### src/common/ssrl_pkg.sv
package ssrl_pkg;
    // ------------------------------------------------------------
    // register widths and power-on values
    // ------------------------------------------------------------
    localparam int SETUP_W = 8;
    localparam int VCO_W = 16;
    localparam int REF_W = 15;
    localparam logic [7:0] SETUP_RST = 8'h00;
    localparam logic [15:0] VCO_RST = 16'h0000;
    localparam logic [14:0] REF_RST = 15'h0000;

    // ------------------------------------------------------------
    // shift path
    // ------------------------------------------------------------
    localparam int SREG_W = 16;
    localparam int CNT_W = 6;
    localparam logic [5:0] CNT_ZERO = 6'h00;
    localparam logic [5:0] CNT_ONE = 6'h01;
    localparam logic [5:0] CNT_SAT = 6'h21;
    localparam int DOUT_TAP = 15;

    // ------------------------------------------------------------
    // transfer lengths
    // ------------------------------------------------------------
    localparam logic [5:0] LEN_RST_A = 6'h04;
    localparam logic [5:0] LEN_RST_B = 6'h05;
    localparam logic [5:0] LEN_SETUP = 6'h08;
    localparam logic [5:0] LEN_REF_A = 6'h0F;
    localparam logic [5:0] LEN_VCO = 6'h10;
    localparam logic [5:0] LEN_REF_B = 6'h18;

    typedef enum logic [2:0] {
        DST_NONE = 3'b000,
        DST_SETUP = 3'b001,
        DST_VCO = 3'b010,
        DST_REF = 3'b100
    } ssrl_dst_t;

    typedef enum logic [2:0] {
        ST_IDLE = 3'b001,
        ST_SHIFT = 3'b010,
        ST_LOST = 3'b100
    } ssrl_state_t;
endpackage

### src/common/ssrl_if.sv
`timescale 1ns/100ps
interface ssrl_if;
    logic clear;
    logic shift_en;
    logic bit_rise;
    logic bit_in;
    logic [15:0] sreg;
    logic [5:0] count;

    modport ctl (output clear, output shift_en, output bit_rise, output bit_in,
                 input sreg, input count);
    modport sh (input clear, input shift_en, input bit_rise, input bit_in,
                output sreg, output count);
endinterface

### src/logic/ssrl_shifter.sv
`timescale 1ns/100ps
module ssrl_shifter (
    // clock and reset
    input wire logic clk_sys_i,
    input wire logic nrst_i,
    // control side
    ssrl_if.sh sif
);
    typedef struct packed {
        logic [15:0] sreg;
        logic [5:0] count;
    } ssrl_sh_st_t;

    ssrl_sh_st_t st_q;
    ssrl_sh_st_t st_d;

    // ------------------------------------------------------------
    // shift and count
    // ------------------------------------------------------------
    always_comb begin
        st_d = st_q;
        if (sif.clear) begin
            st_d.count = ssrl_pkg::CNT_ZERO;
        end else if (sif.shift_en && sif.bit_rise) begin
            st_d.sreg = {st_q.sreg[14:0], sif.bit_in}; // RQ1
            if (st_q.count != ssrl_pkg::CNT_SAT) begin
                st_d.count = st_q.count + ssrl_pkg::CNT_ONE;
            end
        end
    end

    always_ff @(posedge clk_sys_i or negedge nrst_i) begin
        if (!nrst_i) begin
            st_q <= '0;
        end else begin
            st_q <= st_d; // RQ9
        end
    end

    assign sif.sreg = st_q.sreg;
    assign sif.count = st_q.count;
endmodule

### src/logic/ssrl_top.sv
`timescale 1ns/100ps
// Behaviour
// RQ1: host sends msb first; data bit is taken on rising serial clock.
// RQ2: exactly 8 clocks load the 8-bit setup register.
// RQ3: exactly 16 clocks load the 16-bit feedback divide register.
// RQ4: 15 or 24 clocks load reference divide from last 15 bits.
// RQ5: a 4-clock transfer then a 5-clock transfer resets the device.
// RQ6: registers hold while shifting; update only at strobe release.
// RQ7: destination chosen only by clock count; any order allowed.
// RQ8: serial output changes on each falling serial clock edge.
// RQ9: shift register is static; any clock rate or pause works; code needs each sclk_i level held one clk_sys_i period.
// RQ10: host keeps serial clock steady at power-up or sends reset pattern.
// RQ11: other counts up to 32, and longer ones, update nothing.
// RQ12: strobe rising edge moves shift data into the chosen register.
// RQ13: strobe high inhibits shifting, floats output, keeps port initialised.
// RQ14: host moves strobe only with clock low, else port resyncs later.
module ssrl_top (
    // clock and reset
    input wire logic clk_sys_i,
    input wire logic nrst_i,
    // serial port
    input wire logic sclk_i,
    input wire logic sdata_i,
    input wire logic load_strobe_n_i,
    output logic sdata_o,
    output logic sdata_oe_o,
    // programmed registers
    output logic [7:0] setup_reg_o,
    output logic [15:0] vco_divide_reg_o,
    output logic [14:0] ref_divide_reg_o,
    // events and status
    output logic setup_load_o,
    output logic vco_load_o,
    output logic ref_load_o,
    output logic dev_reset_o,
    output logic sync_lost_o
);
    typedef struct packed {
        ssrl_pkg::ssrl_state_t state;
        logic sclk_p;
        logic pend_rst;
        logic dout;
        logic dout_oe;
        logic [7:0] setup;
        logic [15:0] vco;
        logic [14:0] refd;
        logic setup_ld;
        logic vco_ld;
        logic ref_ld;
        logic dev_rst;
        logic lost;
    } ssrl_top_st_t;

    ssrl_top_st_t st_q;
    ssrl_top_st_t st_d;
    ssrl_if sif ();

    // ------------------------------------------------------------
    // destination decode from clock count
    // ------------------------------------------------------------
    function automatic ssrl_pkg::ssrl_dst_t dst_of(input logic [5:0] cnt);
        ssrl_pkg::ssrl_dst_t d;
        d = ssrl_pkg::DST_NONE; // RQ11
        if (cnt == ssrl_pkg::LEN_SETUP) begin
            d = ssrl_pkg::DST_SETUP; // RQ2
        end else if (cnt == ssrl_pkg::LEN_VCO) begin
            d = ssrl_pkg::DST_VCO; // RQ3
        end else if (cnt == ssrl_pkg::LEN_REF_A || cnt == ssrl_pkg::LEN_REF_B) begin
            d = ssrl_pkg::DST_REF; // RQ4
        end
        return d; // RQ7
    endfunction

    // ------------------------------------------------------------
    // shifter
    // ------------------------------------------------------------
    ssrl_shifter u_shifter (
        .clk_sys_i (clk_sys_i),
        .nrst_i (nrst_i),
        .sif (sif.sh)
    );

    logic rise;
    logic fall;
    assign rise = sclk_i & ~st_q.sclk_p;
    assign fall = ~sclk_i & st_q.sclk_p;
    assign sif.clear = (st_q.state != ssrl_pkg::ST_SHIFT); // RQ13
    assign sif.shift_en = (st_q.state == ssrl_pkg::ST_SHIFT) & ~load_strobe_n_i; // RQ13
    assign sif.bit_rise = rise; // RQ1
    assign sif.bit_in = sdata_i;

    // ------------------------------------------------------------
    // port control
    // ------------------------------------------------------------
    always_comb begin
        ssrl_pkg::ssrl_dst_t dst;
        dst = dst_of(sif.count);
        st_d = st_q;
        st_d.sclk_p = sclk_i;
        st_d.setup_ld = 1'b0;
        st_d.vco_ld = 1'b0;
        st_d.ref_ld = 1'b0;
        st_d.dev_rst = 1'b0;
        st_d.dout_oe = ~load_strobe_n_i; // RQ13
        unique case (st_q.state)
            ssrl_pkg::ST_IDLE: begin
                if (!load_strobe_n_i) begin
                    if (sclk_i) begin
                        st_d.state = ssrl_pkg::ST_LOST; // RQ14
                    end else begin
                        st_d.state = ssrl_pkg::ST_SHIFT;
                    end
                end
            end
            ssrl_pkg::ST_SHIFT: begin
                if (fall) begin
                    st_d.dout = sif.sreg[ssrl_pkg::DOUT_TAP]; // RQ8
                end
                if (load_strobe_n_i) begin
                    if (sclk_i) begin
                        st_d.state = ssrl_pkg::ST_LOST; // RQ14
                    end else begin
                        st_d.state = ssrl_pkg::ST_IDLE;
                        st_d.pend_rst = (sif.count == ssrl_pkg::LEN_RST_A);
                        if (st_q.pend_rst && sif.count == ssrl_pkg::LEN_RST_B) begin
                            st_d.setup = ssrl_pkg::SETUP_RST; // RQ5
                            st_d.vco = ssrl_pkg::VCO_RST;
                            st_d.refd = ssrl_pkg::REF_RST;
                            st_d.dev_rst = 1'b1;
                        end
                        unique case (dst)
                            ssrl_pkg::DST_SETUP: begin
                                st_d.setup = sif.sreg[7:0]; // RQ12
                                st_d.setup_ld = 1'b1;
                            end
                            ssrl_pkg::DST_VCO: begin
                                st_d.vco = sif.sreg; // RQ12
                                st_d.vco_ld = 1'b1;
                            end
                            ssrl_pkg::DST_REF: begin
                                st_d.refd = sif.sreg[14:0]; // RQ12
                                st_d.ref_ld = 1'b1;
                            end
                            ssrl_pkg::DST_NONE: begin
                                st_d.pend_rst = st_d.pend_rst; // RQ11
                            end
                        endcase
                    end
                end
            end
            ssrl_pkg::ST_LOST: begin
                if (load_strobe_n_i && !sclk_i) begin
                    st_d.state = ssrl_pkg::ST_IDLE; // RQ14
                end
            end
        endcase
        if (load_strobe_n_i) begin
            st_d.dout = 1'b0;
        end
        st_d.lost = (st_d.state == ssrl_pkg::ST_LOST); // RQ14
    end

    always_ff @(posedge clk_sys_i or negedge nrst_i) begin
        if (!nrst_i) begin
            st_q.state <= ssrl_pkg::ST_IDLE;
            st_q.sclk_p <= 1'b0;
            st_q.pend_rst <= 1'b0;
            st_q.dout <= 1'b0;
            st_q.dout_oe <= 1'b0;
            st_q.setup <= ssrl_pkg::SETUP_RST;
            st_q.vco <= ssrl_pkg::VCO_RST;
            st_q.refd <= ssrl_pkg::REF_RST;
            st_q.setup_ld <= 1'b0;
            st_q.vco_ld <= 1'b0;
            st_q.ref_ld <= 1'b0;
            st_q.dev_rst <= 1'b0;
            st_q.lost <= 1'b0;
        end else begin
            st_q <= st_d; // RQ6
        end
    end

    // ------------------------------------------------------------
    // outputs
    // ------------------------------------------------------------
    assign sdata_o = st_q.dout;
    assign sdata_oe_o = st_q.dout_oe;
    assign setup_reg_o = st_q.setup;
    assign vco_divide_reg_o = st_q.vco;
    assign ref_divide_reg_o = st_q.refd;
    assign setup_load_o = st_q.setup_ld;
    assign vco_load_o = st_q.vco_ld;
    assign ref_load_o = st_q.ref_ld;
    assign dev_reset_o = st_q.dev_rst;
    assign sync_lost_o = st_q.lost;
endmodule

### config.mk
export PLATFORM = sky130hd
export DESIGN_NAME = ssrl_top
export DESIGN_NICKNAME = d
export VERILOG_FILES = /design/src/common/ssrl_pkg.sv /design/src/common/ssrl_if.sv /design/src/logic/ssrl_shifter.sv /design/src/logic/ssrl_top.sv
export SDC_FILE = /design/constraint.sdc
export NUM_CORES = 1
export LEC_CHECK = 0
export BUFFER_PORTS_ARGS = -buffer_cell sky130_fd_sc_hd__buf_2
export CORE_ASPECT_RATIO = 0.5
export CORE_MARGIN = 2
export CORE_UTILIZATION = 28
export DETAILED_ROUTE_END_ITERATION = 7
export PLACE_DENSITY = 0.56
export SETUP_SLACK_MARGIN = 0.5
export SLEW_MARGIN = 20
export SYNTH_ARGS = -nofsm -noshare
export SYNTH_HDL_FRONTEND = slang
export SYNTH_SLANG_ARGS = --single-unit
### constraint.sdc
create_clock -name clk_sys_i -period 2.1 [get_ports clk_sys_i]
set_input_delay 0.42 -clock clk_sys_i [delete_from_list [all_inputs] [get_ports clk_sys_i]]
set_output_delay 0.42 -clock clk_sys_i [all_outputs]
set_load 0.005 [all_outputs]
Yosys cells after proc, flatten, opt, wreduce, memory -nomap -nowiden
Index checks and enable logic that the tools add are counted.
Widths: inputs -> output; s select.
{ "word_totals": {"word_cells": 83, "register_bits": 73, "in_bits": 5, "out_inout_bits": 46} }
{ "op_classes": {"addsub": 1, "muxes": 26, "bitwise_logic": 7, "n_reduce_logical": 19, "eq_ne": 15} }
{ "ops": {"columns": ["cell", "count"], "rows": [
  ["$mux 39", 1],
  ["$mux 3", 8],
  ["$mux 6", 3],
  ["$mux 16", 1],
  ["$mux 15", 1],
  ["$reduce_bool 2->1", 7],
  ["$eq 6x3->1 const B", 2],
  ["$eq 6x4->1 const B", 2],
  ["$eq 6x5->1 const B", 2],
  ["$mux 4", 3],
  ["$reduce_and 4->1", 3],
  ["$eq 3x3->1 const B", 3],
  ["$pmux 3 s3", 1],
  ["$mux 8", 1],
  ["$mux 1", 7],
  ["$add 6x1->6 const B", 1],
  ["$eq 3x1->1 const B", 2],
  ["$eq 3x2->1 const B", 2],
  ["$ne 6x6->1 const B", 1],
  ["$reduce_and 2->1", 3],
  ["$not 1->1", 4],
  ["$and 1x1->1", 3],
  ["$logic_and 1x1->1", 3],
  ["$ne 3x2->1 const B", 1],
  ["3 further kinds", 3]
]} }

Longest topological paths before layout
{ "logic_depth": {"word_depth": 10, "depth_mapped": 8, "depth_no_buf": 6} }

Modules after synthesis
From an unflattened synthesis, not the netlist that was laid out.
{ "hier_totals": {"cells_unflattened": 260, "hier_area_um2": 3329.4} }
{ "by_module_without_submodules": {"columns": ["module", "seq_area_each_um2", "n_inst", "cells_each", "area_each_um2"], "rows": [
  ["ssrl_top", 1277.5, 1, 184, 2284.7],
  ["ssrl_shifter", 550.5, 1, 76, 1044.8]
]} }

Worst setup path after synthesis
Ideal clock, no wire load.
{ "synth_timing": {"path_kind": "register -> register", "start": "register st_q[50] (netlist bit)", "end": "register st_q, in the netlist vco_divide_reg_o[10]", "required_ns": 1.979, "arrival_ns": 1.652, "setup_slack_ns": 0.327, "path_buffers": 2, "setup_time_ns": 0.121, "period_less_slack_ns": 1.773, "path_stages_with_launch": 7, "cell_sequence": "dfrtp_1 > buf_2 > nor3b_4 > nand3b_4 > o21bai_1 > buf_2 > a22o_1"} }
{ "synth_between": {"elab_chain_len": 2} }
{ "synth_lines": {"columns": ["item", "line_no", "rtl"], "rows": [
  ["from (decl)", "ssrl_top.sv:54", "ssrl_top_st_t st_q;"],
  ["from (signal assigned)", "ssrl_top.sv:179", "st_q <= st_d;"],
  ["$eq 3x2->1", "ssrl_top.sv:105", "unique case (st_q.state)"],
  ["$reduce_and 4->1 (no line)", null, null]
]} }
Every way passes these cells.
A chain may end at the register's enable or synchronous reset.

Worst setup path after layout
{ "layout_timing": {"start": "register u_shifter.st_q, in the netlist u_shifter.sif.count[0]", "end": "register u_shifter.st_q, in the netlist u_shifter.sif.count[3]"} }
{ "layout_between": {"elab_chain_len": 4, "word_cells_on_any_way": 7, "cone_classes": "add/sub (1); eq/ne (1); mux (3); reduce/logical (2)"} }
{ "layout_lines": {"columns": ["item", "line_no", "rtl"], "rows": [
  ["from (decl)", "ssrl_shifter.sv:14", "ssrl_sh_st_t st_q;"],
  ["from (signal assigned)", "ssrl_shifter.sv:36", "st_q <= st_d;"],
  ["$add 6x1->6", "ssrl_shifter.sv:27", "st_d.count = st_q.count + ssrl_pkg::CNT_ONE;"],
  ["$mux 6", "ssrl_shifter.sv:26", "if (st_q.count != ssrl_pkg::CNT_SAT) begin"],
  ["$mux 6", "ssrl_shifter.sv:24", "end else if (sif.shift_en && sif.bit_rise) begin"],
  ["$mux 6", "ssrl_shifter.sv:22", "if (sif.clear) begin"]
]} }
Several ways; a longest one is shown, not always the timed one. The select of a mux whose other input is x is not followed.

==> metrics.txt <==
# TYPE chip_impl_metric gauge
chip_impl_metric{name="critical_path.max_fanout",unit=""} 3
chip_impl_metric{name="avgViaCountPerCell",unit=""} 4.79
chip_impl_info{name="cts_tree",value="done"} 1
chip_impl_info{name="worstSetupEndpoint",value="u_shifter.sif.count[3]"} 1
chip_impl_metric{name="numCtsBuffers",unit=""} 9
chip_impl_metric{name="synthDominantCellAreaShare",unit=""} 0.559
chip_impl_metric{name="synth-edff-count",unit=""} 0
chip_impl_info{name="synth_area_leader_cell",value="dfrtp_1"} 1
chip_impl_metric{name="timing.fmax",unit="MHz"} 570
chip_impl_info{name="holdCritPathClass",value="in2async"} 1
chip_impl_metric{name="power.density",unit="nW/um2"} 825
chip_impl_metric{name="n_antenna_cell",unit=""} 0
chip_impl_info{name="rsz_0062_raised_after_global_routing",value="yes"} 1
chip_impl_metric{name="netlist-cell-type-count",unit=""} 43
chip_impl_metric{name="finalMaxSlewViolations",unit=""} 0
chip_impl_metric{name="ys_async_sr_fraction",unit=""} 1.00
chip_impl_metric{name="drcViolationCount",unit=""} 0
chip_impl_info{name="root_buffer",value="clkbuf_16"} 1
chip_impl_metric{name="drt-wirelength-per-cell",unit="um"} 16.3
chip_impl_metric{name="design.core.area",unit="um2"} 11100
chip_impl_metric{name="final-seq-area",unit="um2"} 1830
chip_impl_metric{name="vias",unit=""} 2166
chip_impl_metric{name="io_buffer_count",unit=""} 50
chip_impl_metric{name="insertion_delay",unit="ns"} 0.33
chip_impl_metric{name="irDropWorstVdd",unit="mV"} 0.459
chip_impl_metric{name="nNetsFinal",unit=""} 310
chip_impl_metric{name="syn-num-nets",unit=""} 261
chip_impl_info{name="synth_most_common_cell",value="dfrtp_1"} 1
chip_impl_metric{name="pin_count_of_the_biggest_net_entering_global_routing",unit=""} 74
chip_impl_info{name="ys_top_cells_by_count",value="72 x dfrtp_1, 42 x buf_4, 39 x a22o_1, 16 x mux2_2, 7 x inv_1"} 1
chip_impl_metric{name="ys_seq_elements",unit=""} 73
chip_impl_metric{name="globalRouteTotalUtil",unit=""} 0.119
chip_impl_metric{name="timing.final.crit_share",unit=""} 0.835
chip_impl_metric{name="n_fill_cell",unit=""} 1025
chip_impl_metric{name="globalplace.congestion",unit=""} 0.811
chip_impl_metric{name="setup.reg_to_reg.worst_slack",unit="ns"} 0.35
chip_impl_metric{name="drive_gt1_frac",unit=""} 0.485
chip_impl_metric{name="post_synth_inst_count",unit=""} 253
chip_impl_metric{name="multi_input_comb_area",unit="um2"} 1170
chip_impl_metric{name="timing.critical_path.arrival",unit="ns"} 2.01
chip_impl_metric{name="number_of_antenna_violations_at_the_first_check_in_global_routing",unit=""} 0
chip_impl_info{name="critical_r2r_launch",value="u_shifter.sif.count[0]"} 1
chip_impl_metric{name="final_cell_count_no_fill",unit=""} 452
chip_impl_metric{name="cts-htree-levels",unit=""} 3
chip_impl_metric{name="first_pass_grt_wire_length",unit="um"} 11400
chip_impl_info{name="worst_setup_path_startpoint",value="u_shifter.sif.count[0]"} 1
chip_impl_metric{name="skew",unit="ns"} 0.00542
chip_impl_metric{name="via_count_of_the_first_global_routing_pass",unit=""} 2136
chip_impl_metric{name="post_synth_instance_area",unit="um2"} 3220
chip_impl_metric{name="final-setup-viol-count",unit=""} 0
chip_impl_metric{name="synth.avg_cell_area",unit="um2"} 12.7
chip_impl_metric{name="fp.dieArea",unit="um2"} 12400
chip_impl_metric{name="final_period_minus_worst_setup_slack",unit="ns"} 1.75
chip_impl_metric{name="path_clk_slew",unit="ns"} 0.06
chip_impl_metric{name="detail_route.iter0.violations",unit=""} 132
chip_impl_metric{name="synth_warnings",unit=""} 0
chip_impl_metric{name="clock-sinks",unit=""} 73
chip_impl_info{name="run_status",value="complete, no violations"} 1
chip_impl_metric{name="drtAntennaViolNets",unit=""} 0
chip_impl_metric{name="dp_hpwl",unit="um"} 4330
chip_impl_info{name="worst_setup_path_start_kind",value="flop"} 1
chip_impl_metric{name="detail_route.wirelength",unit="um"} 7350
chip_impl_info{name="path_class",value="reg2reg"} 1
chip_impl_metric{name="drv_cap",unit=""} 0
chip_impl_metric{name="area.growth.synth_to_final",unit="%"} 29.3
chip_impl_metric{name="placed_cells_incl_taps",unit=""} 404
chip_impl_metric{name="timing_worst_slew_pin_value",unit="ns"} 0.467
chip_impl_metric{name="timing.final.hold_violations",unit=""} 0
chip_impl_metric{name="grt.overflow.total",unit=""} 0
chip_impl_info{name="worst_r2r_endpoint",value="u_shifter.sif.count[3]"} 1
chip_impl_metric{name="detail_route.first_pass.iterations",unit=""} 4
chip_impl_metric{name="required",unit="ns"} 2.36
chip_impl_info{name="ys_dominant_reg_cell",value="dfrtp_1"} 1
chip_impl_metric{name="worst_r2r_path_depth",unit=""} 7
chip_impl_metric{name="ctsHoldBuffers",unit=""} 0
chip_impl_metric{name="total_leakage_power",unit="uW"} 0.00203
chip_impl_metric{name="maximum_root_to_sink_buffer_count",unit=""} 2
chip_impl_metric{name="row_count",unit=""} 27
chip_impl_metric{name="maxSlewHeadroom",unit=""} 0.688
chip_impl_metric{name="seq_area_frac_synth",unit=""} 0.567
chip_impl_info{name="synth.top_cells.by_area",value="dfrtp_1 56%, a22o_1 11%, buf_4 9.8%, mux2_2 5.6%, ha_1 1.2%"} 1
chip_impl_metric{name="floorplan.initialDensity",unit=""} 0.290
chip_impl_info{name="endpoint_kind",value="flop"} 1
chip_impl_metric{name="die_width",unit="um"} 156
chip_impl_metric{name="setup_tns",unit="ns"} 0
chip_impl_metric{name="fp.dieH",unit="um"} 79.9
chip_impl_metric{name="ioPinCount",unit=""} 51
stage by stage:
| step | utilization | setup slack (ns) | cell area, um2 | hold slack [ns] | power, uW |
|---|---|---|---|---|---|
| global route | 0.375 | 0.289 | 4170 | 0.129 | 3580 |
| finish | 0.375 | 0.346 | 4170 | 0.0860 | 3440 |
| detailed placement | 0.306 | 0.250 | 3400 | 0.472 | 1740 |
| global placement | 0.306 | 0.290 | 3400 | 0.465 | 1720 |
| floorplan | - | 0.402 | 3290 | 0.124 | 1680 |
| CTS | 0.356 | 0.366 | 3960 | 0.134 | 3450 |
cell type report:
cell class	count	share of cell area
repair buffers	89	0.151
clock buffers	10	0.0573
flip-flops and latches	73	0.440
inverters	7	0.00630
well taps	145	0.0435
multi-input cells	122	0.280
clock inverters	6	0.0216
power by group:
group / internal, uW / switching [uW] / total (uW)
Sequential: 1460 / 42.1 / 1500
Combinational: 140 / 155 / 295
Clock: 1080 / 573 / 1650
Total: 2670 / 770 / 3440
registers in the layout (all words and copies together), names as in the netlist:
| name | cells |
|---|---|
| sdata_o | 1 |
| dev_reset_o | 1 |
| vco_divide_reg_o | 16 |
| sdata_oe_o | 1 |
| ref_divide_reg_o | 15 |
| vco_load_o | 1 |
| setup_load_o | 1 |
| u_shifter.sif.sreg | 16 |
| st_q | 5 |
| ref_load_o | 1 |
| setup_reg_o | 8 |
| sync_lost_o | 1 |
| u_shifter.sif.count | 6 |
logic make-up after synthesis:
kind of cell,share of synthesized area
compound gates,0.150
flops,0.567
simple gates,0.0869
buf+inv,0.120
mux,0.0590
xor+xnor,0.00543
fa+ha+maj,0.0116
critical path, stage by stage, from the launching register on:
cell and delay, ns:
dfrtp_2 0.42, buf_4 0.15, ha_4 0.15, buf_4 0.12, nand4bb_1 0.10, o211ai_1 0.20, or3_1 0.42, a21oi_2 0.13
placed cells by master (no fill, tap or decap), drive strengths merged:
master    instances
buf              88
dfrtp            72
a22o             39
mux2             16
clkbuf           11
inv               8
nor2              5
nand2             5
a21oi             5
nand3b            5
nor3b             5
o21ai             4
nor2b             4
nand3             4
o21bai            3
ha                3
nor3              3
o31ai             2
o211ai            2
bufinv            2
clkinv            2
xnor2             1
and2              1
o22a              1
a211oi            1
a31oi             1
a2bb2oi           1
nand4b            1
nor4              1
a2111o            1
or4               1
and4              1
nand4             1
xor2              1
o41ai             1
mux2i             1
nand4bb           1
or3               1
clkinvlp          1
dfstp             1
worst min path at each step:
| stage | cells past startpoint | startpoint | slack [ns] | end |
|---|---|---|---|---|
| 6_report | 2 | nrst_i | 0.09 | sync_lost_o |
| 5_1_grt | 2 | nrst_i | 0.13 | sync_lost_o |
| 4_1_cts | 2 | nrst_i | 0.13 | sync_lost_o |
| 3_5_place_dp | 2 | st_q[46] | 0.47 | st_q[46] |
| 3_3_place_gp | 2 | st_q[46] | 0.46 | st_q[46] |
| 2_1_floorplan | 0 | nrst_i | 0.12 | dev_reset_o |
routing by layer:
metal  wire length (um)  GRT usage
met1               3380      0.153
met4                 84     0.0422
met5                  0          0
met2               3600      0.195
met3                274     0.0320
timing repair:
action | 4_1_cts | 5_1_grt
setup buffers | 15 | 14
hold endpoints to repair | 0 | 0
gates cloned | 2 | 1
resized for setup | 25 | 18
endpoints found under the setup margin | 61 | 55
pin swaps | 18 | 48
Power figures use the tool's default switching activity.
